--- src/inc/hcpp_pkg.sv ---
// Constants and types shared by the host controlled pin port
package hcpp_pkg;
  // Pin counts and widths
  localparam int GPIO_NUM = 7;
  localparam int UART_NUM = 4;
  localparam int ALT_NUM = 4;
  localparam int DIV_W = 8;
  localparam int CNT_W = 16;
  // Alternate function pin positions
  localparam int PIN_TX_ACT = 0;
  localparam int PIN_RX_ACT = 1;
  localparam int PIN_XCVR_DIR = 2;
  localparam int PIN_WAKE = 3;
  // Reset values
  localparam logic [GPIO_NUM-1:0] LATCH_RST = 7'h7f;
  localparam logic [UART_NUM-1:0] UART_RST = 4'hf;
  localparam logic [ALT_NUM-1:0] ALT_RST = 4'h0;
  // Timing
  localparam int CLK_PERIOD_NS = 40;
  localparam int TOGGLE_HALF_NS = 20000;
  localparam int TOGGLE_CYCLES_RAW = TOGGLE_HALF_NS / CLK_PERIOD_NS;
  localparam int TOGGLE_CYCLES = (TOGGLE_CYCLES_RAW < 1) ? 1
                                 : TOGGLE_CYCLES_RAW;
  localparam logic [CNT_W-1:0] TOGGLE_LAST = CNT_W'(TOGGLE_CYCLES - 1);
  localparam logic [CNT_W-1:0] CNT_ZERO = 16'h0000;
  localparam logic [DIV_W-1:0] DIV_ZERO = 8'h00;
  // Bus side state of the latch logic
  typedef enum logic [1:0] {
    ST_BOOT = 2'b00,
    ST_ACTIVE = 2'b01,
    ST_SUSPENDED = 2'b10
  } hcpp_state_t;
  // Attached port type from data line detection
  typedef enum logic [1:0] {
    CHG_NONE = 2'b00,
    CHG_SDP = 2'b01,
    CHG_CDP = 2'b10,
    CHG_DCP = 2'b11
  } hcpp_chg_t;
endpackage : hcpp_pkg

--- src/design/hcpp_sync3.sv ---
// Three stage pin synchroniser with agreement filter
`timescale 1ns/1ps
module hcpp_sync3 #(
  parameter int W = 1,
  parameter logic [W-1:0] RST_VAL = '1
) (
  input wire logic clk_i,
  input wire logic rst_n_i,
  input wire logic [W-1:0] d_i,
  output logic [W-1:0] level_o
);
  logic [W-1:0] s1_reg; // First stage, read only by the second
  logic [W-1:0] s2_reg; // Second stage
  logic [W-1:0] s3_reg; // Third stage
  logic [W-1:0] level_reg; // Accepted level
  logic [W-1:0] agree; // Per bit agreement of stages two and three

  assign agree = ~(s2_reg ^ s3_reg);
  assign level_o = level_reg;

  // Chain; a new level counts only once two settled stages agree
  always_ff @(posedge clk_i)
  begin
    if (!rst_n_i)
    begin
      s1_reg <= RST_VAL;
      s2_reg <= RST_VAL;
      s3_reg <= RST_VAL;
      level_reg <= RST_VAL;
    end
    else
    begin
      s1_reg <= d_i;
      s2_reg <= s1_reg;
      s3_reg <= s2_reg;
      level_reg <= (agree & s3_reg) | (~agree & level_reg);
    end
  end
endmodule : hcpp_sync3

--- src/design/hcpp_pin_port.sv ---
// Host controlled pin port: latches, drive modes, alternates, charger
`timescale 1ns/1ps
module hcpp_pin_port (
  input wire logic CLK_SYS_I,
  input wire logic RST_N_I,
  // Host latch access
  input wire logic LATCH_WR_I,
  input wire logic [hcpp_pkg::GPIO_NUM-1:0] LATCH_WDATA_I,
  output logic [hcpp_pkg::GPIO_NUM-1:0] LATCH_RDATA_O,
  output logic [hcpp_pkg::GPIO_NUM-1:0] PIN_LEVEL_O,
  // Configuration
  input wire logic [hcpp_pkg::GPIO_NUM-1:0] PP_MODE_I,
  input wire logic [hcpp_pkg::ALT_NUM-1:0] ALT_EN_I,
  input wire logic [hcpp_pkg::GPIO_NUM-1:0] RESET_LATCH_I,
  input wire logic [hcpp_pkg::GPIO_NUM-1:0] SUSP_LATCH_I,
  input wire logic DYN_SUSP_GPIO_EN_I,
  input wire logic DYN_SUSP_UART_EN_I,
  // Bus state from the function controller
  input wire logic USB_CONFIGURED_I,
  input wire logic USB_SUSPEND_I,
  input wire logic REMOTE_WAKE_EN_I,
  output logic RESUME_REQ_O,
  // Serial and modem control outputs passing through suspend logic
  input wire logic [hcpp_pkg::UART_NUM-1:0] UART_OUT_I,
  input wire logic [hcpp_pkg::UART_NUM-1:0] UART_SUSP_VAL_I,
  output logic [hcpp_pkg::UART_NUM-1:0] UART_OUT_O,
  // Serial activity and transceiver direction
  input wire logic TX_BYTE_I,
  input wire logic RX_BYTE_I,
  input wire logic XCVR_DIR_I,
  // Clock output shared with ring indicator
  input wire logic CLK_OUT_EN_I,
  input wire logic [hcpp_pkg::DIV_W-1:0] CLK_OUT_DIV_I,
  input wire logic RING_PIN_I,
  output logic RING_PIN_O,
  output logic RING_PIN_OE_N_O,
  output logic RING_INDICATOR_IN_O,
  // Battery charging
  input wire logic CHARGE_EN_I,
  input wire hcpp_pkg::hcpp_chg_t CHG_PORT_I,
  output logic CHARGE_BASE_LEVEL_OUT_O,
  output logic CHARGE_MID_LEVEL_OUT_O,
  output logic CHARGE_HIGH_LEVEL_OUT_O,
  // Pins
  input wire logic [hcpp_pkg::GPIO_NUM-1:0] GPIO_PIN_I,
  output logic [hcpp_pkg::GPIO_NUM-1:0] GPIO_PIN_O,
  output logic [hcpp_pkg::GPIO_NUM-1:0] GPIO_PIN_OE_N_O,
  output logic [hcpp_pkg::GPIO_NUM-1:0] GPIO_PULLUP_O
);
  import hcpp_pkg::*;

  // Output enable of a pad: low while driving
  function automatic logic pad_oe_n(input logic pp, input logic val);
    // Open-drain only drives a zero, push-pull drives both levels
    pad_oe_n = pp ? 1'b0 : val;
  endfunction : pad_oe_n

  // Pad output level; open-drain only ever drives low
  function automatic logic pad_out(input logic pp, input logic val);
    pad_out = pp ? val : 1'b0;
  endfunction : pad_out

  // Latch state
  hcpp_state_t st_reg; // Bus side state
  hcpp_state_t st_next;
  logic [GPIO_NUM-1:0] latch_reg; // Pin latches seen by the host
  logic [GPIO_NUM-1:0] latch_next;
  logic [GPIO_NUM-1:0] saved_reg; // Values held across suspend
  logic [GPIO_NUM-1:0] saved_next;
  logic gpio_sub_reg; // Pin latches substituted this suspend
  logic gpio_sub_next;
  logic uart_sub_reg; // Modem pins substituted this suspend
  logic uart_sub_next;
  logic [UART_NUM-1:0] uart_out_reg; // Registered modem outputs

  // Synchronised pin levels
  logic [GPIO_NUM-1:0] pin_level; // Filtered gpio levels
  logic ring_level; // Filtered ring pin level
  logic wake_prev_reg; // Last wake level for edge detection

  // Activity toggles
  logic [CNT_W-1:0] tick_cnt_reg; // Toggle rate divider
  logic tick; // One cycle per half toggle period
  logic [1:0] act_byte; // Byte events per channel
  logic [1:0] act_pend_reg; // Byte seen since last blink
  logic [1:0] act_tog_reg; // Toggle outputs, high at rest

  // Clock output
  logic [DIV_W-1:0] div_cnt_reg; // Half period counter
  logic clk_out_reg; // Divided clock
  logic clk_run; // Clock allowed to run

  // Pad drive
  logic [GPIO_NUM-1:0] alt_sel; // Pin carries its alternate
  logic [GPIO_NUM-1:0] alt_val; // Alternate function value
  logic [GPIO_NUM-1:0] drv_val; // Value presented to the pad
  logic [GPIO_NUM-1:0] drv_pp; // Effective push-pull mode
  logic [GPIO_NUM-1:0] pin_o_reg;
  logic [GPIO_NUM-1:0] pin_oe_n_reg;
  logic [GPIO_NUM-1:0] pullup_reg;
  logic ring_o_reg;
  logic ring_oe_n_reg;

  // Charger
  logic chg_live; // Charge outputs allowed
  logic chg_any; // A charging source is attached
  logic chg_dedicated; // Dedicated or charging downstream port
  logic chg_base_reg;
  logic chg_mid_reg;
  logic chg_high_reg;
  logic wake_fall; // Wake pin went active
  logic resume_reg;

  // Pin input synchronisers; pins float high at reset
  hcpp_sync3 #(
    .W(GPIO_NUM),
    .RST_VAL(LATCH_RST)
  ) u_gpio_sync (
    .clk_i(CLK_SYS_I),
    .rst_n_i(RST_N_I),
    .d_i(GPIO_PIN_I),
    .level_o(pin_level)
  );

  hcpp_sync3 #(
    .W(1),
    .RST_VAL(1'b1)
  ) u_ring_sync (
    .clk_i(CLK_SYS_I),
    .rst_n_i(RST_N_I),
    .d_i(RING_PIN_I),
    .level_o(ring_level)
  );

  // Latch and suspend sequencing
  always_comb
  begin
    st_next = st_reg;
    latch_next = latch_reg;
    saved_next = saved_reg;
    gpio_sub_next = gpio_sub_reg;
    uart_sub_next = uart_sub_reg;
    case (st_reg)
      ST_BOOT:
      begin
        // Value chosen for the time right after reset
        latch_next = RESET_LATCH_I;
        st_next = ST_ACTIVE;
      end
      ST_ACTIVE:
      begin
        if (USB_SUSPEND_I)
        begin
          st_next = ST_SUSPENDED;
          saved_next = latch_reg;
          // Substitution only on the configured-to-suspend step
          gpio_sub_next = USB_CONFIGURED_I & DYN_SUSP_GPIO_EN_I;
          uart_sub_next = USB_CONFIGURED_I & DYN_SUSP_UART_EN_I;
          if (USB_CONFIGURED_I && DYN_SUSP_GPIO_EN_I)
          begin
            latch_next = SUSP_LATCH_I;
          end
        end
        else if (LATCH_WR_I)
        begin
          // Host write; pace set by bus traffic only
          latch_next = LATCH_WDATA_I;
        end
      end
      ST_SUSPENDED:
      begin
        // Writes are ignored here so held latches stay put
        if (!USB_SUSPEND_I)
        begin
          st_next = ST_ACTIVE;
          latch_next = saved_reg;
          gpio_sub_next = 1'b0;
          uart_sub_next = 1'b0;
        end
      end
      default:
      begin
        st_next = ST_BOOT;
      end
    endcase
  end

  // Latch registers; reset holds every latch at one
  always_ff @(posedge CLK_SYS_I)
  begin
    if (!RST_N_I)
    begin
      st_reg <= ST_BOOT;
      latch_reg <= LATCH_RST;
      saved_reg <= LATCH_RST;
      gpio_sub_reg <= 1'b0;
      uart_sub_reg <= 1'b0;
    end
    else
    begin
      st_reg <= st_next;
      latch_reg <= latch_next;
      saved_reg <= saved_next;
      gpio_sub_reg <= gpio_sub_next;
      uart_sub_reg <= uart_sub_next;
    end
  end

  // Modem outputs take their suspend value while substituted
  always_ff @(posedge CLK_SYS_I)
  begin
    if (!RST_N_I)
    begin
      uart_out_reg <= UART_RST;
    end
    else if (uart_sub_reg)
    begin
      uart_out_reg <= UART_SUSP_VAL_I;
    end
    else
    begin
      uart_out_reg <= UART_OUT_I;
    end
  end

  // Shared rate divider; one blink speed for both LEDs
  assign tick = (tick_cnt_reg == TOGGLE_LAST);
  always_ff @(posedge CLK_SYS_I)
  begin
    if (!RST_N_I || tick)
    begin
      tick_cnt_reg <= CNT_ZERO;
    end
    else
    begin
      tick_cnt_reg <= tick_cnt_reg + 16'h0001;
    end
  end

  assign act_byte = {RX_BYTE_I, TX_BYTE_I};

  // Each channel: low half then high half per burst of bytes
  generate
    for (genvar c = 0; c < 2; c++)
    begin : g_act
      always_ff @(posedge CLK_SYS_I)
      begin
        if (!RST_N_I)
        begin
          act_pend_reg[c] <= 1'b0;
          act_tog_reg[c] <= 1'b1;
        end
        else
        begin
          // A byte in the clearing cycle is kept for the next blink
          act_pend_reg[c] <= act_byte[c]
                           | (act_pend_reg[c] & ~(tick & act_tog_reg[c]));
          if (tick && (!act_tog_reg[c] || act_pend_reg[c]))
          begin
            act_tog_reg[c] <= ~act_tog_reg[c];
          end
        end
      end
    end
  endgenerate

  // Clock out halts in suspend so the pin goes quiet
  assign clk_run = CLK_OUT_EN_I & (st_reg != ST_SUSPENDED);
  always_ff @(posedge CLK_SYS_I)
  begin
    if (!RST_N_I || !clk_run)
    begin
      div_cnt_reg <= DIV_ZERO;
      clk_out_reg <= 1'b0;
    end
    else if (div_cnt_reg == CLK_OUT_DIV_I)
    begin
      // Half period of divider plus one system cycles
      div_cnt_reg <= DIV_ZERO;
      clk_out_reg <= ~clk_out_reg;
    end
    else
    begin
      div_cnt_reg <= div_cnt_reg + 8'h01;
    end
  end

  // Alternate selection; pins 4 to 6 never carry one
  generate
    for (genvar p = 0; p < GPIO_NUM; p++)
    begin : g_pad
      if (p < ALT_NUM)
      begin : g_alt
        assign alt_sel[p] = ALT_EN_I[p];
      end
      else
      begin : g_plain
        assign alt_sel[p] = 1'b0;
      end
      // Inputs are plain open-drain ones; never pulled low
      assign drv_val[p] = alt_sel[p] ? alt_val[p] : latch_reg[p];
      assign drv_pp[p] = PP_MODE_I[p] & ~(alt_sel[p] && p == PIN_WAKE);
    end
  endgenerate

  assign alt_val[PIN_TX_ACT] = act_tog_reg[0];
  assign alt_val[PIN_RX_ACT] = act_tog_reg[1];
  assign alt_val[PIN_XCVR_DIR] = XCVR_DIR_I;
  assign alt_val[PIN_WAKE] = 1'b1; // Released so it can be read
  assign alt_val[GPIO_NUM-1:ALT_NUM] = '0;

  // Pad registers; reset leaves every pad released with pull-up
  always_ff @(posedge CLK_SYS_I)
  begin
    if (!RST_N_I)
    begin
      pin_o_reg <= '0;
      pin_oe_n_reg <= LATCH_RST;
      pullup_reg <= LATCH_RST;
      ring_o_reg <= 1'b0;
      ring_oe_n_reg <= 1'b1;
    end
    else
    begin
      for (int i = 0; i < GPIO_NUM; i++)
      begin
        pin_o_reg[i] <= pad_out(drv_pp[i], drv_val[i]);
        pin_oe_n_reg[i] <= pad_oe_n(drv_pp[i], drv_val[i]);
      end
      pullup_reg <= ~drv_pp;
      // Shared ring pin: driven clock or released input
      ring_o_reg <= pad_out(CLK_OUT_EN_I, clk_out_reg);
      ring_oe_n_reg <= pad_oe_n(CLK_OUT_EN_I, 1'b1);
    end
  end

  // Charger classification from the detected port type
  assign chg_any = (CHG_PORT_I != CHG_NONE);
  assign chg_dedicated = (CHG_PORT_I == CHG_CDP)
                       | (CHG_PORT_I == CHG_DCP);
  // Standard port loses charge outputs while suspended
  assign chg_live = CHARGE_EN_I
                  & ~((st_reg == ST_SUSPENDED) && CHG_PORT_I == CHG_SDP);

  // Base 100 mA, mid 500 mA once configured or on a dedicated port, high 1.5 A
  always_ff @(posedge CLK_SYS_I)
  begin
    if (!RST_N_I)
    begin
      chg_base_reg <= 1'b0;
      chg_mid_reg <= 1'b0;
      chg_high_reg <= 1'b0;
    end
    else
    begin
      chg_base_reg <= chg_live & chg_any;
      chg_mid_reg <= chg_live
                   & (chg_dedicated | (chg_any & USB_CONFIGURED_I));
      chg_high_reg <= chg_live & chg_dedicated;
    end
  end

  // Wake pin going low while suspended asks for resume
  assign wake_fall = wake_prev_reg & ~pin_level[PIN_WAKE];
  always_ff @(posedge CLK_SYS_I)
  begin
    if (!RST_N_I)
    begin
      wake_prev_reg <= 1'b1;
      resume_reg <= 1'b0;
    end
    else
    begin
      wake_prev_reg <= pin_level[PIN_WAKE];
      resume_reg <= wake_fall & ALT_EN_I[PIN_WAKE] & REMOTE_WAKE_EN_I
                  & (st_reg == ST_SUSPENDED);
    end
  end

  // Outputs, all from registers
  assign LATCH_RDATA_O = latch_reg;
  assign PIN_LEVEL_O = pin_level;
  assign RESUME_REQ_O = resume_reg;
  assign UART_OUT_O = uart_out_reg;
  assign RING_PIN_O = ring_o_reg;
  assign RING_PIN_OE_N_O = ring_oe_n_reg;
  assign RING_INDICATOR_IN_O = ring_level;
  assign CHARGE_BASE_LEVEL_OUT_O = chg_base_reg;
  assign CHARGE_MID_LEVEL_OUT_O = chg_mid_reg;
  assign CHARGE_HIGH_LEVEL_OUT_O = chg_high_reg;
  assign GPIO_PIN_O = pin_o_reg;
  assign GPIO_PIN_OE_N_O = pin_oe_n_reg;
  assign GPIO_PULLUP_O = pullup_reg;
endmodule : hcpp_pin_port

--- config.mk ---
export PLATFORM = sky130hd
export DESIGN_NAME = hcpp_pin_port
export DESIGN_NICKNAME = d
export VERILOG_FILES = /design/src/inc/hcpp_pkg.sv /design/src/design/hcpp_sync3.sv /design/src/design/hcpp_pin_port.sv
export SDC_FILE = /design/constraint.sdc
export NUM_CORES = 1
export LEC_CHECK = 0
export BUFFER_PORTS_ARGS = -buffer_cell sky130_fd_sc_hd__buf_2
export CAP_MARGIN = 20
export CORE_MARGIN = 10
export CORE_UTILIZATION = 40
export DETAILED_ROUTE_END_ITERATION = 6
export GPL_ROUTABILITY_DRIVEN = 0
export PLACE_DENSITY_LB_ADDON = 0.3
export SYNTH_ARGS = -nofsm -noshare
export SYNTH_HDL_FRONTEND = slang
export SYNTH_SLANG_ARGS = --single-unit
--- constraint.sdc ---
create_clock -name CLK_SYS_I -period 5 [get_ports CLK_SYS_I]
set_clock_uncertainty 0.1 [all_clocks]
set_input_delay 1 -clock CLK_SYS_I [delete_from_list [all_inputs] [get_ports CLK_SYS_I]]
set_output_delay 1 -clock CLK_SYS_I [all_outputs]
set_load 0.005 [all_outputs]
Yosys cells after proc, flatten, opt, wreduce, memory -nomap -nowiden
Cells that the tools add are included.
{"block": "classes", "bitwise": 40, "n_reduce_logical": 28, "eq_ne": 12, "add_sub_neg": 2, "muxes": 24}
{"op": "$mux W7", "n": 4}
{"op": "$not A7 Y7", "n": 3}
{"op": "$pmux W7 S3", "n": 1}
{"op": "$and A1 B1 Y1", "n": 18}
{"op": "$reduce_and A2 Y1", "n": 9}
{"op": "$add A16 B1 Y16 const B", "n": 1}
{"op": "$eq A16 B9 Y1 const B", "n": 1}
{"op": "$and A7 B7 Y7", "n": 2}
{"op": "$mux W1", "n": 14}
{"op": "$not A1 Y1", "n": 9}
{"op": "$add A8 B1 Y8 const B", "n": 1}
{"op": "$eq A8 B8 Y1", "n": 1}
{"op": "$or A7 B7 Y7", "n": 1}
{"op": "$xor A7 B7 Y7", "n": 1}
{"op": "$eq A2 B2 Y1 const B", "n": 3}
{"op": "$ne A2 B2 Y1 const B", "n": 3}
{"op": "$ne A3 B3 Y1 const B", "n": 2}
{"op": "$pmux W2 S3", "n": 1}
{"op": "$reduce_and A3 Y1", "n": 2}
{"op": "$or A1 B1 Y1", "n": 5}
{"op": "$eq A2 B1 Y1 const B", "n": 2}
{"op": "$logic_and A1 B1 Y1", "n": 4}
{"op": "$logic_not A1 Y1", "n": 4}
{"op": "$logic_or A1 B1 Y1", "n": 4}
{"op": "other kinds (8)", "n": 10}
{"block": "totals", "elab_cells": 142, "output_inout_bits": 46, "regBits": 110, "in_bits": 71}

Depth between registers and ports, before layout
Gate-level depths: netlist (run 1).
{"block": "logic_depth", "depth_word": 5, "depth_mapped": 8, "depth_no_buf": 6}

Cells and area by module
From an unflattened synthesis (run 1), not the netlist that was laid out.
{"block": "hier_totals", "hier_cells": 426, "hier_area_um2": 4154.0}
{"mod": "hcpp_pin_port", "cells_per_inst": 344, "n_inst": 1, "seq_area_each_um2": 1561.5, "area_each_um2": 3233.1}
{"mod": "hcpp_sync3 (u_gpio_sync)", "cells_per_inst": 72, "n_inst": 1, "seq_area_each_um2": 560.5, "area_each_um2": 808.3}
{"mod": "hcpp_sync3 (u_ring_sync)", "cells_per_inst": 10, "n_inst": 1, "seq_area_each_um2": 80.1, "area_each_um2": 112.6}

Worst setup path after synthesis (run 1)
Ideal clock, no wire load.
{"block": "synth_path", "kind": "in2reg", "startpoint": "input USB_SUSPEND_I", "endpoint": "register latch_reg[3], in the netlist LATCH_RDATA_O[3]", "stages": 4, "path_slack_ns": 2.652, "path_buffers": 1, "setup_ns": 0.145, "t_arrival_ns": 2.103, "cell_sequence": "buf_1 > mux2_2 > a221oi_1 > o221ai_1"}
{"block": "synth_between", "elab_chain_cells": 2, "word_cells_on_any_way": 6, "cone_classes": "eq/ne: 2; mux: 3; reduce/logical: 1"}
{"element": "start, declared", "line_no": "hcpp_pin_port.sv:20", "source": "input wire logic USB_SUSPEND_I,"}
{"element": "$ne A3 B3 Y1 (no line) / $mux W7 (equally long branches)"}
{"element": "$reduce_and A3 Y1 (no line) / $pmux W7 S3 (equally long branches)"}
{"element": "end signal, assigned", "line_no": "hcpp_pin_port.sv:202", "source": "latch_reg <= latch_next;"}
{"element": "end, declared", "line_no": "hcpp_pin_port.sv:66", "source": "logic [GPIO_NUM-1:0] latch_reg;"}
Several ways; a longest one is shown, not always the timed one.
A chain may end at the register's enable or synchronous reset.

Worst setup path in the final report (run 1)
{"block": "layout_path", "startpoint": "input USB_SUSPEND_I", "endpoint": "register latch_reg[6], in the netlist LATCH_RDATA_O[6]"}
The elaborated chain is that of the path after synthesis.

==> impl_metrics.toml, run 1 <==
[place]
place_worst_setup_slack_ns = 2.071
place_area_um2 = 4758
io_buffer_count = 116
hpwl_dp_um = 7030

[clock_tree]
h-tree-depth = 3
cts_post_setup_buffers_inserted = 0
clk_pin_slew_worst_paths_ns = 0.10
numCtsBuffers = 9
cts-root-to-sink-buffers = 2
cts_repair_resize_count = 0
clock_tree.root_cell = "sky130_fd_sc_hd__clkbuf_8"
post_cts_hold_buffer_count = 0
worstSkewPairLatency_ns = 0.37
cts_sinks = 110
tritoncts = "yes"

[timing]
fin_crit_ns = 2.553
max_slew.worst_pin.slew_ns = 0.8146
final_setup_slack_of_the_worst_path_ns = 2.447
timing.setup.tns_ns = 0
slew_headroom = 0.4544
timing.final.crit_share = 0.5106
rsz0062_at_grt = "no"
final_number_of_max_transition_violations = 0
final.hold.worst_slack_ns = 0.3171
timing.final.hold_violations = 0
achievable-frequency_mhz = 391.7
timing.final.setup_violations = 0

[final_layout]
synthToLayoutAreaGrowth_pct = 21.59
commonest_non_fill_non_tap_cells_in_the_layout = "sky130_fd_sc_hd__buf_2 (116), sky130_fd_sc_hd__dfxtp_1 (110), sky130_fd_sc_hd__nor2_1 (48)"
largest_reg_flops = 16
post-route-util = 0.5057
design.final.nets = 615
finalInstanceArea_um2 = 4989
layout.cells.most_common = "sky130_fd_sc_hd__buf_2"
share_of_cells_above_drive_strength_1 = 0.2620

[setup_path]
setup_crit_start_kind = "input port"
critical_path_required_ns = 5.18
critical_path_buf_inv_count = 1
largest_stage_delay_worst_path_ns = 0.72
crit_path_end_kind = "flip-flop"
worst-path-max-fanout = 23
arrival_ns = 2.73
criticalPathCategory = "in2reg"
cell_family_contributing_the_most_delay_on_the_critical_path = "compound AO/OA/AOI/OAI gates"
path_cells = "buf_2 > nand3_1 > a31oi_1 > o21ai_0 > o221ai_1"
worst_path_max_delay_cell = "sky130_fd_sc_hd__a31oi_1"

[global_routing]
antenna_found_initial = 1
global_route_wire_length_before_repair_um = 15270
grt-ovfl-total = 0
grt_pass1_vias = 3204
pin_count_of_the_biggest_net_entering_global_routing = 46
track_usage = 0.1272

[floorplan]
pin_count = 117
initial_core_util = 0.4159
die_x_um = 121.3
dieHeight_um = 121.3
area_of_the_die_um2 = 14710
core_region_area_um2 = 9864
core.rowCount = 36

[route]
pre_antenna_drt_iters = 4
viasPerCell = 4.834
wirelength_um = 9393
route.detailed.drc = 0
route.antenna.remaining_nets = 0
detail_route.wl_per_cell_um = 13.89
drt-initial-drc-count = 207
vias = 3268

[logic_synthesis]
syn_inst = 430
syn-num-nets = 508
syn_area_um2 = 4103
synth.yosys.seq_area_share = 0.5367
synth.top_cells.by_area = "sky130_fd_sc_hd__dfxtp_1 (54%), sky130_fd_sc_hd__xnor2_1 (4.7%), sky130_fd_sc_hd__nor2_1 (4.4%)"
synth_largest_type_area_fraction = 0.5367
synthesis.yosys.warnings = 0
yosys.area.top_type = "sky130_fd_sc_hd__dfxtp_1"
ys_ff_latch = 110
synth.avg_cell_area_um2 = 9.541
synth.lib_cells_used.distinct = 40

[run]
max_cap_viol_count = 0

[power]
power.leakage_nw = 2.130
powerDensity_nw_per_um2 = 369.8
power.ir.vdd_worst_mv = 0.1429

[status]
outcome = "finished clean"

[worst_hold_path]
timing.hold.worst.class = "reg2reg"
==> per-stage QoR <==
| stage | cells | total power, mW |
|---|---|---|
| 3_3_place_gp | 659 | 1.263 |
| 2_1_floorplan | 430 | 1.168 |
| 5_1_grt | 675 | 1.946 |
| 4_1_cts | 675 | 1.875 |
| 3_5_place_dp | 659 | 1.272 |
| 6_report | 676 | 1.845 |
==> power by group <==
group | total, mW | switching (mW) | internal [mW] | leakage [nW]
combinational | 0.275 | 0.152 | 0.123 | 1.11
sequential | 0.974 | 0.0388 | 0.935 | 0.905
clock | 0.596 | 0.306 | 0.290 | 0.114
total | 1.84 | 0.497 | 1.35 | 2.13
==> worst paths after layout <==
check,startpoint,end,slack [ns],depth (start not counted)
max reg2reg,st_reg[1]$_SDFFE_PN0P_,LATCH_RDATA_O[6]$_SDFFE_PN1P_,2.64,6
min reg2reg,u_gpio_sync.s1_reg[1]$_SDFF_PN1_,u_gpio_sync.s2_reg[1]$_SDFF_PN1_,0.32,1
min,u_gpio_sync.s1_reg[1]$_SDFF_PN1_,u_gpio_sync.s2_reg[1]$_SDFF_PN1_,0.32,1
max,USB_SUSPEND_I,LATCH_RDATA_O[6]$_SDFFE_PN1P_,2.45,5
==> area by class of cell <==
type	instances	area, um^2
Clock buffer	9	123.9
Fill cell	949	4876
Antenna cell	1	2.502
Tap cell	133	166.4
Sequential cell	110	2202
Timing Repair Buffer	117	588.1
Inverter	14	52.55
Multi-Input combinational cell	285	1749
Clock inverter	7	103.9
==> synthesized netlist by cell type <==
cell type,n
sky130_fd_sc_hd__o22ai_1,1
sky130_fd_sc_hd__buf_6,1
sky130_fd_sc_hd__o211ai_1,7
sky130_fd_sc_hd__xnor2_1,22
sky130_fd_sc_hd__a31oi_1,1
sky130_fd_sc_hd__or4_1,2
sky130_fd_sc_hd__nor3_1,5
sky130_fd_sc_hd__ha_1,7
sky130_fd_sc_hd__nand4_1,6
sky130_fd_sc_hd__xor2_1,6
sky130_fd_sc_hd__o21a_1,4
sky130_fd_sc_hd__a221oi_1,2
sky130_fd_sc_hd__o21ai_1,1
sky130_fd_sc_hd__buf_1,4
sky130_fd_sc_hd__a21o_1,1
sky130_fd_sc_hd__mux2i_1,17
sky130_fd_sc_hd__a31o_2,1
sky130_fd_sc_hd__nor2b_1,3
sky130_fd_sc_hd__clkinv_1,1
sky130_fd_sc_hd__a21boi_0,1
sky130_fd_sc_hd__o221ai_1,5
sky130_fd_sc_hd__nand2_2,1
sky130_fd_sc_hd__mux2_2,7
sky130_fd_sc_hd__nor4_1,4
sky130_fd_sc_hd__a211o_1,1
sky130_fd_sc_hd__nand3_1,14
sky130_fd_sc_hd__inv_1,13
sky130_fd_sc_hd__nor2_1,48
sky130_fd_sc_hd__a21oi_1,16
sky130_fd_sc_hd__nand2_1,36
sky130_fd_sc_hd__and3_1,6
sky130_fd_sc_hd__nand4bb_1,1
sky130_fd_sc_hd__buf_2,1
sky130_fd_sc_hd__clkbuf_1,12
sky130_fd_sc_hd__dfxtp_1,110
sky130_fd_sc_hd__or3_1,2
sky130_fd_sc_hd__o21ai_0,30
sky130_fd_sc_hd__and2_1,1
sky130_fd_sc_hd__nand2b_1,26
sky130_fd_sc_hd__buf_4,3
==> layer usage <==
layer | GRT usage | routed length [um] | vias to the layer above
met2 | 0.2044 | 4491 | 105
met3 | 0.06235 | 916 | 9
met1 | 0.1454 | 3880 | 1496
met5 | 0 | 0 | -
li1 | - | - | 1658
met4 | 0.04024 | 104 | 0
==> cells by family (layout without fill, tap and decap cells) <==
logic type               count (synthesis)  count (layout)  synth area share
AND/OR/NAND/NOR                        155             155            0.1812
flip-flops                             110             110            0.5367
buffers and inverters                   35             147           0.03690
multiplexers                            24              24           0.06069
other                                    0               1                 0
AO/OA/AOI/OAI                           71              71            0.1034
XOR/XNOR                                28              28           0.05977
adder cells (fa/ha/maj)                  7               7           0.02135
Power figures use the tool's default switching activity.
==> run 2, diff against run 1 <==
--- a/config.mk
+++ b/config.mk
@@ -5,6 +5,7 @@
 export SDC_FILE = /design/constraint.sdc
 export NUM_CORES = 1
 export LEC_CHECK = 0
+export ABC_AREA = 1
 export BUFFER_PORTS_ARGS = -buffer_cell sky130_fd_sc_hd__buf_2
 export CAP_MARGIN = 20
 export CORE_MARGIN = 10
==> constraint.sdc (replaced) <==
create_clock -name CLK_SYS_I -period 2.43 [get_ports CLK_SYS_I]
set_clock_uncertainty 0.1 [all_clocks]
set_input_delay 0.486 -clock CLK_SYS_I [delete_from_list [all_inputs] [get_ports CLK_SYS_I]]
set_output_delay 0.486 -clock CLK_SYS_I [all_outputs]
set_load 0.005 [all_outputs]
==> run 2 against run 1 <==
Against the previous run:
- via count is 16% higher
- total power is 130% higher
- design area is 5.3% higher
- sequential power is 110% higher
- sequential share of layout area is 2.2 points lower
- die area is 5.5% higher
- highest routed layer unchanged
==> impl_metrics.toml, run 2 <==
[setup_path]
crit_path_end_kind = "flip-flop"
largest_stage_delay_worst_path_ns = 0.51
cell_family_contributing_the_most_delay_on_the_critical_path = "adder cells"
worst_path_max_delay_cell = "sky130_fd_sc_hd__ha_1"
worst-path-max-fanout = 14
critical_path_required_ns = 2.61
cpMostUsedCell = "sky130_fd_sc_hd__nand2_1"
path_cells = "inv_1 > ha_1 > nor2_1 > nand2_1 > nand3_4 > a21oi_1 > nand2_1"
critical_path_buf_inv_count = 1
criticalPathCategory = "reg2reg"
setup_crit_start_kind = "flip-flop"
arrival_ns = 2.07

[final_layout]
layout.cells.most_common = "sky130_fd_sc_hd__nand2_1"
finalInstanceArea_um2 = 5254
synthToLayoutAreaGrowth_pct = 20.14
design.final.nets = 738
share_of_cells_above_drive_strength_1 = 0.2752
antenna-diode-count = 0
largest_reg_flops = 16
commonest_non_fill_non_tap_cells_in_the_layout = "sky130_fd_sc_hd__nand2_1 (128), sky130_fd_sc_hd__buf_2 (116), sky130_fd_sc_hd__dfxtp_1 (110)"
finalNonFillerCells = 805

[logic_synthesis]
synth-async-reset-ratio = 0
ys_ff_latch = 110
postSynth.topFlopCell = "sky130_fd_sc_hd__dfxtp_1"
netlist_top_cells_count = "sky130_fd_sc_hd__nand2_1 (128), sky130_fd_sc_hd__dfxtp_1 (110), sky130_fd_sc_hd__nor2_1 (64), sky130_fd_sc_hd__inv_1 (53), sky130_fd_sc_hd__a21oi_1 (27)"
syn_area_um2 = 4373
syn-num-nets = 627
syn_inst = 549
synth.yosys.seq_area_share = 0.5036
synth_largest_type_area_fraction = 0.5036
synth.avg_cell_area_um2 = 7.965
yosysMostFrequentCell = "sky130_fd_sc_hd__nand2_1"
yosys.area.top_type = "sky130_fd_sc_hd__dfxtp_1"
number_of_enable_type_register_cells_in_the_synthesized_netlist = 0
synthesis.yosys.warnings = 0
synth.lib_cells_used.distinct = 35
synth.top_cells.by_area = "sky130_fd_sc_hd__dfxtp_1 (50%), sky130_fd_sc_hd__nand2_1 (11%), sky130_fd_sc_hd__nor2_1 (5.5%)"

[global_routing]
global_route_wire_length_before_repair_um = 17760
grt_pass1_vias = 3803
grt-ovfl-total = 0
track_usage = 0.1350
antenna_found_initial = 0
pin_count_of_the_biggest_net_entering_global_routing = 36

[power]
p_int_mw = 2.797
power.switching_mw = 1.473
power.leakage_nw = 2.346
powerDensity_nw_per_um2 = 812.6
power.share.clock = 0.266
sw_share = 0.3450
comb_power_share = 0.248
power_frac_seq = 0.486
power.ir.vdd_worst_mv = 0.6211

[clock_tree]
worstSkewPairLatency_ns = 0.38
cts_sinks = 110
post_cts_hold_buffer_count = 0
tritoncts = "yes"
h-tree-depth = 3
clock_tree.root_cell = "sky130_fd_sc_hd__clkbuf_8"
cts-root-to-sink-buffers = 2
cts_post_setup_buffers_inserted = 0
clk_pin_slew_worst_paths_ns = 0.12
cts_repair_resize_count = 0
numCtsBuffers = 9

[route]
vias = 3801
route.antenna.remaining_nets = 0
wirelength_um = 10570
viasPerCell = 4.722
route.detailed.drc = 0
drt-initial-drc-count = 279
detail_route.wl_per_cell_um = 13.13
pre_antenna_drt_iters = 4

[timing]
rsz0062_at_grt = "no"
achievable-frequency_mhz = 528.1
final_setup_slack_of_the_worst_path_ns = 0.5363
timing.final.crit_share = 0.7793
timing.final.hold_violations = 0
fin_crit_ns = 1.894
final.hold.worst_slack_ns = 0.1791
max_slew.worst_pin.slew_ns = 0.5426
timing.setup.tns_ns = 0
final_number_of_max_transition_violations = 0
slew_headroom = 0.6383
timing.final.setup_violations = 0

[place]
place_worst_setup_slack_ns = 0.5440
io_buffer_count = 116
place_inst = 789
hpwl_dp_um = 8257
place_area_um2 = 5031

[floorplan]
die_x_um = 124.6
dieHeight_um = 124.6
pin_count = 117
initial_core_util = 0.4052
area_of_the_die_um2 = 15510
core_region_area_um2 = 10790
core.rowCount = 38

[run]
max_cap_viol_count = 0

[worst_hold_path]
timing.hold.worst.class = "in2reg"

[status]
outcome = "finished clean"
run 2: changes by cell type after synthesis, sizes merged, moves of 17 or more:
cell    delta
inv       +45
nor2      +20
mux2i     -17
xnor2     -19
nand2b    -26
nand2     +99
or2       +27
run 2: final timing paths:
kind	from	end	slack, ns	cells past startpoint
max reg2reg	st_reg[0]$_SDFFE_PN0P_	LATCH_RDATA_O[6]$_SDFFE_PN1P_	0.54	7
max	st_reg[0]$_SDFFE_PN0P_	LATCH_RDATA_O[6]$_SDFFE_PN1P_	0.54	7
min reg2reg	u_gpio_sync.s1_reg[3]$_SDFF_PN1_	u_gpio_sync.s2_reg[3]$_SDFF_PN1_	0.33	1
min	PP_MODE_I[3]	GPIO_PIN_OE_N_O[3]$_SDFF_PN1_	0.18	2
run 2: power by group through the flow:
stage	clock, mW	combinational (mW)	sequential, mW
floorplan	0	0.793	2.09
global placement	0	1.04	2.11
finish	1.13	1.06	2.08
detailed placement	0	1.07	2.11
global route	1.23	1.24	2.09
CTS	1.17	1.07	2.08
run 2: metal layers:
layer / GRT usage / wire, um / share of wire
met1: 0.1596 / 4732 / 0.45
met2: 0.2202 / 4905 / 0.46
met3: 0.05404 / 798 / 0.075
met5: 0 / 0 / 0
met4: 0.03907 / 137 / 0.013
run 2: kinds of logic after synthesis:
logic type | after synthesis | share of synthesized area
fa+ha+maj | 7 | 0.02003
flops | 110 | 0.5036
buf+inv | 76 | 0.07610
simple gates | 279 | 0.2933
xor+xnor | 10 | 0.02003
compound gates | 67 | 0.08698
run 2: worst reg2reg max path, stage by stage, from the launching register on:
cell and delay (ns):
sky130_fd_sc_hd__dfxtp_1 0.36, sky130_fd_sc_hd__inv_1 0.11, sky130_fd_sc_hd__ha_1 0.51, sky130_fd_sc_hd__nor2_1 0.14, sky130_fd_sc_hd__nand2_1 0.13, sky130_fd_sc_hd__nand3_4 0.17, sky130_fd_sc_hd__a21oi_1 0.20, sky130_fd_sc_hd__nand2_1 0.07
run 2: layout make-up:
cell class | instances | area [um^2]
Clock buffer | 9 | 123.9
Tap cell | 140 | 175.2
Timing Repair Buffer | 118 | 595.6
Multi-Input combinational cell | 363 | 1838
Inverter | 58 | 220.2
Clock inverter | 7 | 98.84
Fill cell | 1065 | 5539
Sequential cell | 110 | 2202
run 2: metrics by stage:
step | power [mW] | util
finish | 4.269 | 0.4868
global route | 4.564 | 0.4868
CTS | 4.314 | 0.4868
detailed placement | 3.182 | 0.4661
global placement | 3.146 | 0.4661
floorplan | 2.888 | -
==> run 3, diff against run 2 <==
==> constraint.sdc (replaced) <==
create_clock -name CLK_SYS_I -period 1.5 [get_ports CLK_SYS_I]
set_clock_uncertainty 0.1 [all_clocks]
set_input_delay 0.3 -clock CLK_SYS_I [delete_from_list [all_inputs] [get_ports CLK_SYS_I]]
set_output_delay 0.3 -clock CLK_SYS_I [all_outputs]
set_load 0.005 [all_outputs]
==> run 3 against run 2 <==
Against the previous run:
- non-clock buffer count up 23
- clock power up 63%
- combinational power up 98%
- first-iteration DRC count down 12%
- total power up 72%
- core utilization up 3.2 points
- design area up 6.5%
- highest routed layer unchanged
- sequential power up 64%
- die area unchanged
- count of clock-buffer cells in the layout unchanged
- flip-flop and latch count unchanged
==> impl_metrics.toml, run 3 (same netlist as run 2, synthesis figures left out) <==
[status]
outcome = "finished clean"

[global_routing]
antenna_found_initial = 0
track_usage = 0.1416
pin_count_of_the_biggest_net_entering_global_routing = 26
grt_pass1_vias = 4051
global_route_wire_length_before_repair_um = 18740
grt-ovfl-total = 0

[timing]
timing.final.hold_violations = 0
final_number_of_max_transition_violations = 0
max_slew.worst_pin.slew_ns = 0.2997
timing.final.crit_share = 0.9628
final_setup_slack_of_the_worst_path_ns = 0.05584
timing.final.setup_violations = 0
slew_headroom = 0.7981
achievable-frequency_mhz = 692.4
final.hold.worst_slack_ns = 0.007836
timing.setup.tns_ns = 0
fin_crit_ns = 1.444

[setup_path]
arrival_ns = 1.62
setup_crit_start_kind = "flip-flop"
path_cells = "inv_4 > ha_4 > inv_2 > nand2_2 > nand3_4 > nor2_1 > nand2_1 > nand2_1"
cpMostUsedCell = "sky130_fd_sc_hd__nand2_1"
largest_stage_delay_worst_path_ns = 0.40
criticalPathCategory = "reg2reg"
critical_path_required_ns = 1.68
crit_path_end_kind = "flip-flop"
worst-path-max-fanout = 7
worst_path_max_delay_cell = "sky130_fd_sc_hd__dfxtp_2"

[power]
power_frac_seq = 0.464
power.switching_mw = 2.590
power.leakage_nw = 2.478
power.ir.vdd_worst_mv = 0.7342
comb_power_share = 0.286
powerDensity_nw_per_um2 = 1315
p_int_mw = 4.767
sw_share = 0.3520
power.share.clock = 0.250

[clock_tree]
tritoncts = "yes"
worstSkewPairLatency_ns = 0.38
h-tree-depth = 3
cts_sinks = 110
numCtsBuffers = 9
cts-root-to-sink-buffers = 2
clock_tree.root_cell = "sky130_fd_sc_hd__clkbuf_8"
cts_post_setup_buffers_inserted = 0
clk_pin_slew_worst_paths_ns = 0.12

[route]
detail_route.wl_per_cell_um = 13.55
pre_antenna_drt_iters = 4
drt-initial-drc-count = 245
wirelength_um = 11240
route.detailed.drc = 0
route.antenna.remaining_nets = 0
vias = 3896
viasPerCell = 4.700

[final_layout]
antenna-diode-count = 0
commonest_non_fill_non_tap_cells_in_the_layout = "sky130_fd_sc_hd__nand2_1 (126), sky130_fd_sc_hd__buf_2 (116), sky130_fd_sc_hd__dfxtp_1 (102)"
layout.cells.most_common = "sky130_fd_sc_hd__nand2_1"
synthToLayoutAreaGrowth_pct = 27.93
finalInstanceArea_um2 = 5594
share_of_cells_above_drive_strength_1 = 0.3208
footprint_of_the_multi_input_gates_um2 = 1963
filler_cell_count_in_the_final_layout = 1024
largest_reg_flops = 16
design.final.nets = 762
ff_latch_area_um2 = 2215

[place]
place_worst_setup_slack_ns = -0.1297
hpwl_dp_um = 8537
io_buffer_count = 116
place_area_um2 = 5099

[worst_hold_path]
timing.hold.worst.class = "in2reg"

[floorplan]
dieHeight_um = 124.6
pin_count = 117
initial_core_util = 0.4052
area_of_the_die_um2 = 15510
die_x_um = 124.6
core_region_area_um2 = 10790
core.rowCount = 38

[run]
max_cap_viol_count = 0
## run 3: cell count changes in the layout (fill, tap and decap cells not counted), moves of 3 or more
cell / change
sky130_fd_sc_hd__a21oi_1: -3
sky130_fd_sc_hd__nor2_2: +7
sky130_fd_sc_hd__nor2_1: -8
sky130_fd_sc_hd__dfxtp_1: -8
sky130_fd_sc_hd__ha_1: -4
sky130_fd_sc_hd__dfxtp_2: +7
sky130_fd_sc_hd__dlygate4sd3_1: +14
sky130_fd_sc_hd__a21oi_2: +3
sky130_fd_sc_hd__ha_4: +4
sky130_fd_sc_hd__buf_4: +9
## run 3: area by class of cell
class / count / area share
Sequential cell: 110 / 0.3959
Multi-Input combinational cell: 364 / 0.3509
Timing Repair Buffer: 141 / 0.1436
Inverter: 58 / 0.03981
Tap cell: 140 / 0.03131
Clock buffer: 9 / 0.02214
Clock inverter: 7 / 0.01633
## run 3: worst paths after layout
kind | startpoint | end | slack [ns] | cells past startpoint
worst max-delay path | st_reg[1]$_SDFFE_PN0P_ | LATCH_RDATA_O[2]$_SDFFE_PN1P_ | 0.06 | 8
worst min-delay path | GPIO_PIN_I[5] | u_gpio_sync.s1_reg[5]$_SDFF_PN1_ | 0.008 | 2
worst max register to register | st_reg[1]$_SDFFE_PN0P_ | LATCH_RDATA_O[2]$_SDFFE_PN1P_ | 0.06 | 8
worst min register to register | u_gpio_sync.s1_reg[4]$_SDFF_PN1_ | u_gpio_sync.s2_reg[4]$_SDFF_PN1_ | 0.31 | 1
## run 3: metrics by stage
stage | power [mW] | cells | utilization
floorplan | 4.679 | 549 | -
global placement | 5.130 | 798 | 0.4724
detailed placement | 5.233 | 798 | 0.4724
CTS | 7.132 | 828 | 0.5070
global route | 7.827 | 829 | 0.5183
finish | 7.356 | 829 | 0.5183
## run 3: worst max-delay path, delay by kind of cell (launching register included)
| family | cells | cell delay, ns |
|---|---|---|
| adder cells (fa/ha/maj) | 1 | 0.18 |
| buffers and inverters | 2 | 0.19 |
| flip-flops | 1 | 0.40 |
| AND/OR/NAND/NOR | 5 | 0.47 |
## run 3: power groups by stage
| stage | clock [mW] | combinational (mW) | sequential [mW] |
|---|---|---|---|
| 2_1_floorplan | 0 | 1.28 | 3.39 |
| 3_3_place_gp | 0 | 1.71 | 3.42 |
| 3_5_place_dp | 0 | 1.81 | 3.43 |
| 4_1_cts | 1.90 | 1.87 | 3.37 |
| 5_1_grt | 2.01 | 2.37 | 3.44 |
| 6_report | 1.84 | 2.10 | 3.41 |
## run 3: routing by layer
layer	routed length, um	GRT usage	up-vias
met3	889	0.05404	15
met4	135	0.04387	0
li1	-	-	2018
met5	0	0	-
met1	4804	0.1605	1749
met2	5407	0.2401	114
## run 3: repair_timing
| item | in CTS | in global routing |
|---|---|---|
| gates cloned | 0 | 1 |
| endpoints found under the setup margin | 15 | 24 |
| hold buffers | 14 | 0 |
| endpoints found under the hold margin | 14 | 0 |
| pin swaps | 1 | 6 |
| gates resized for setup | 7 | 33 |
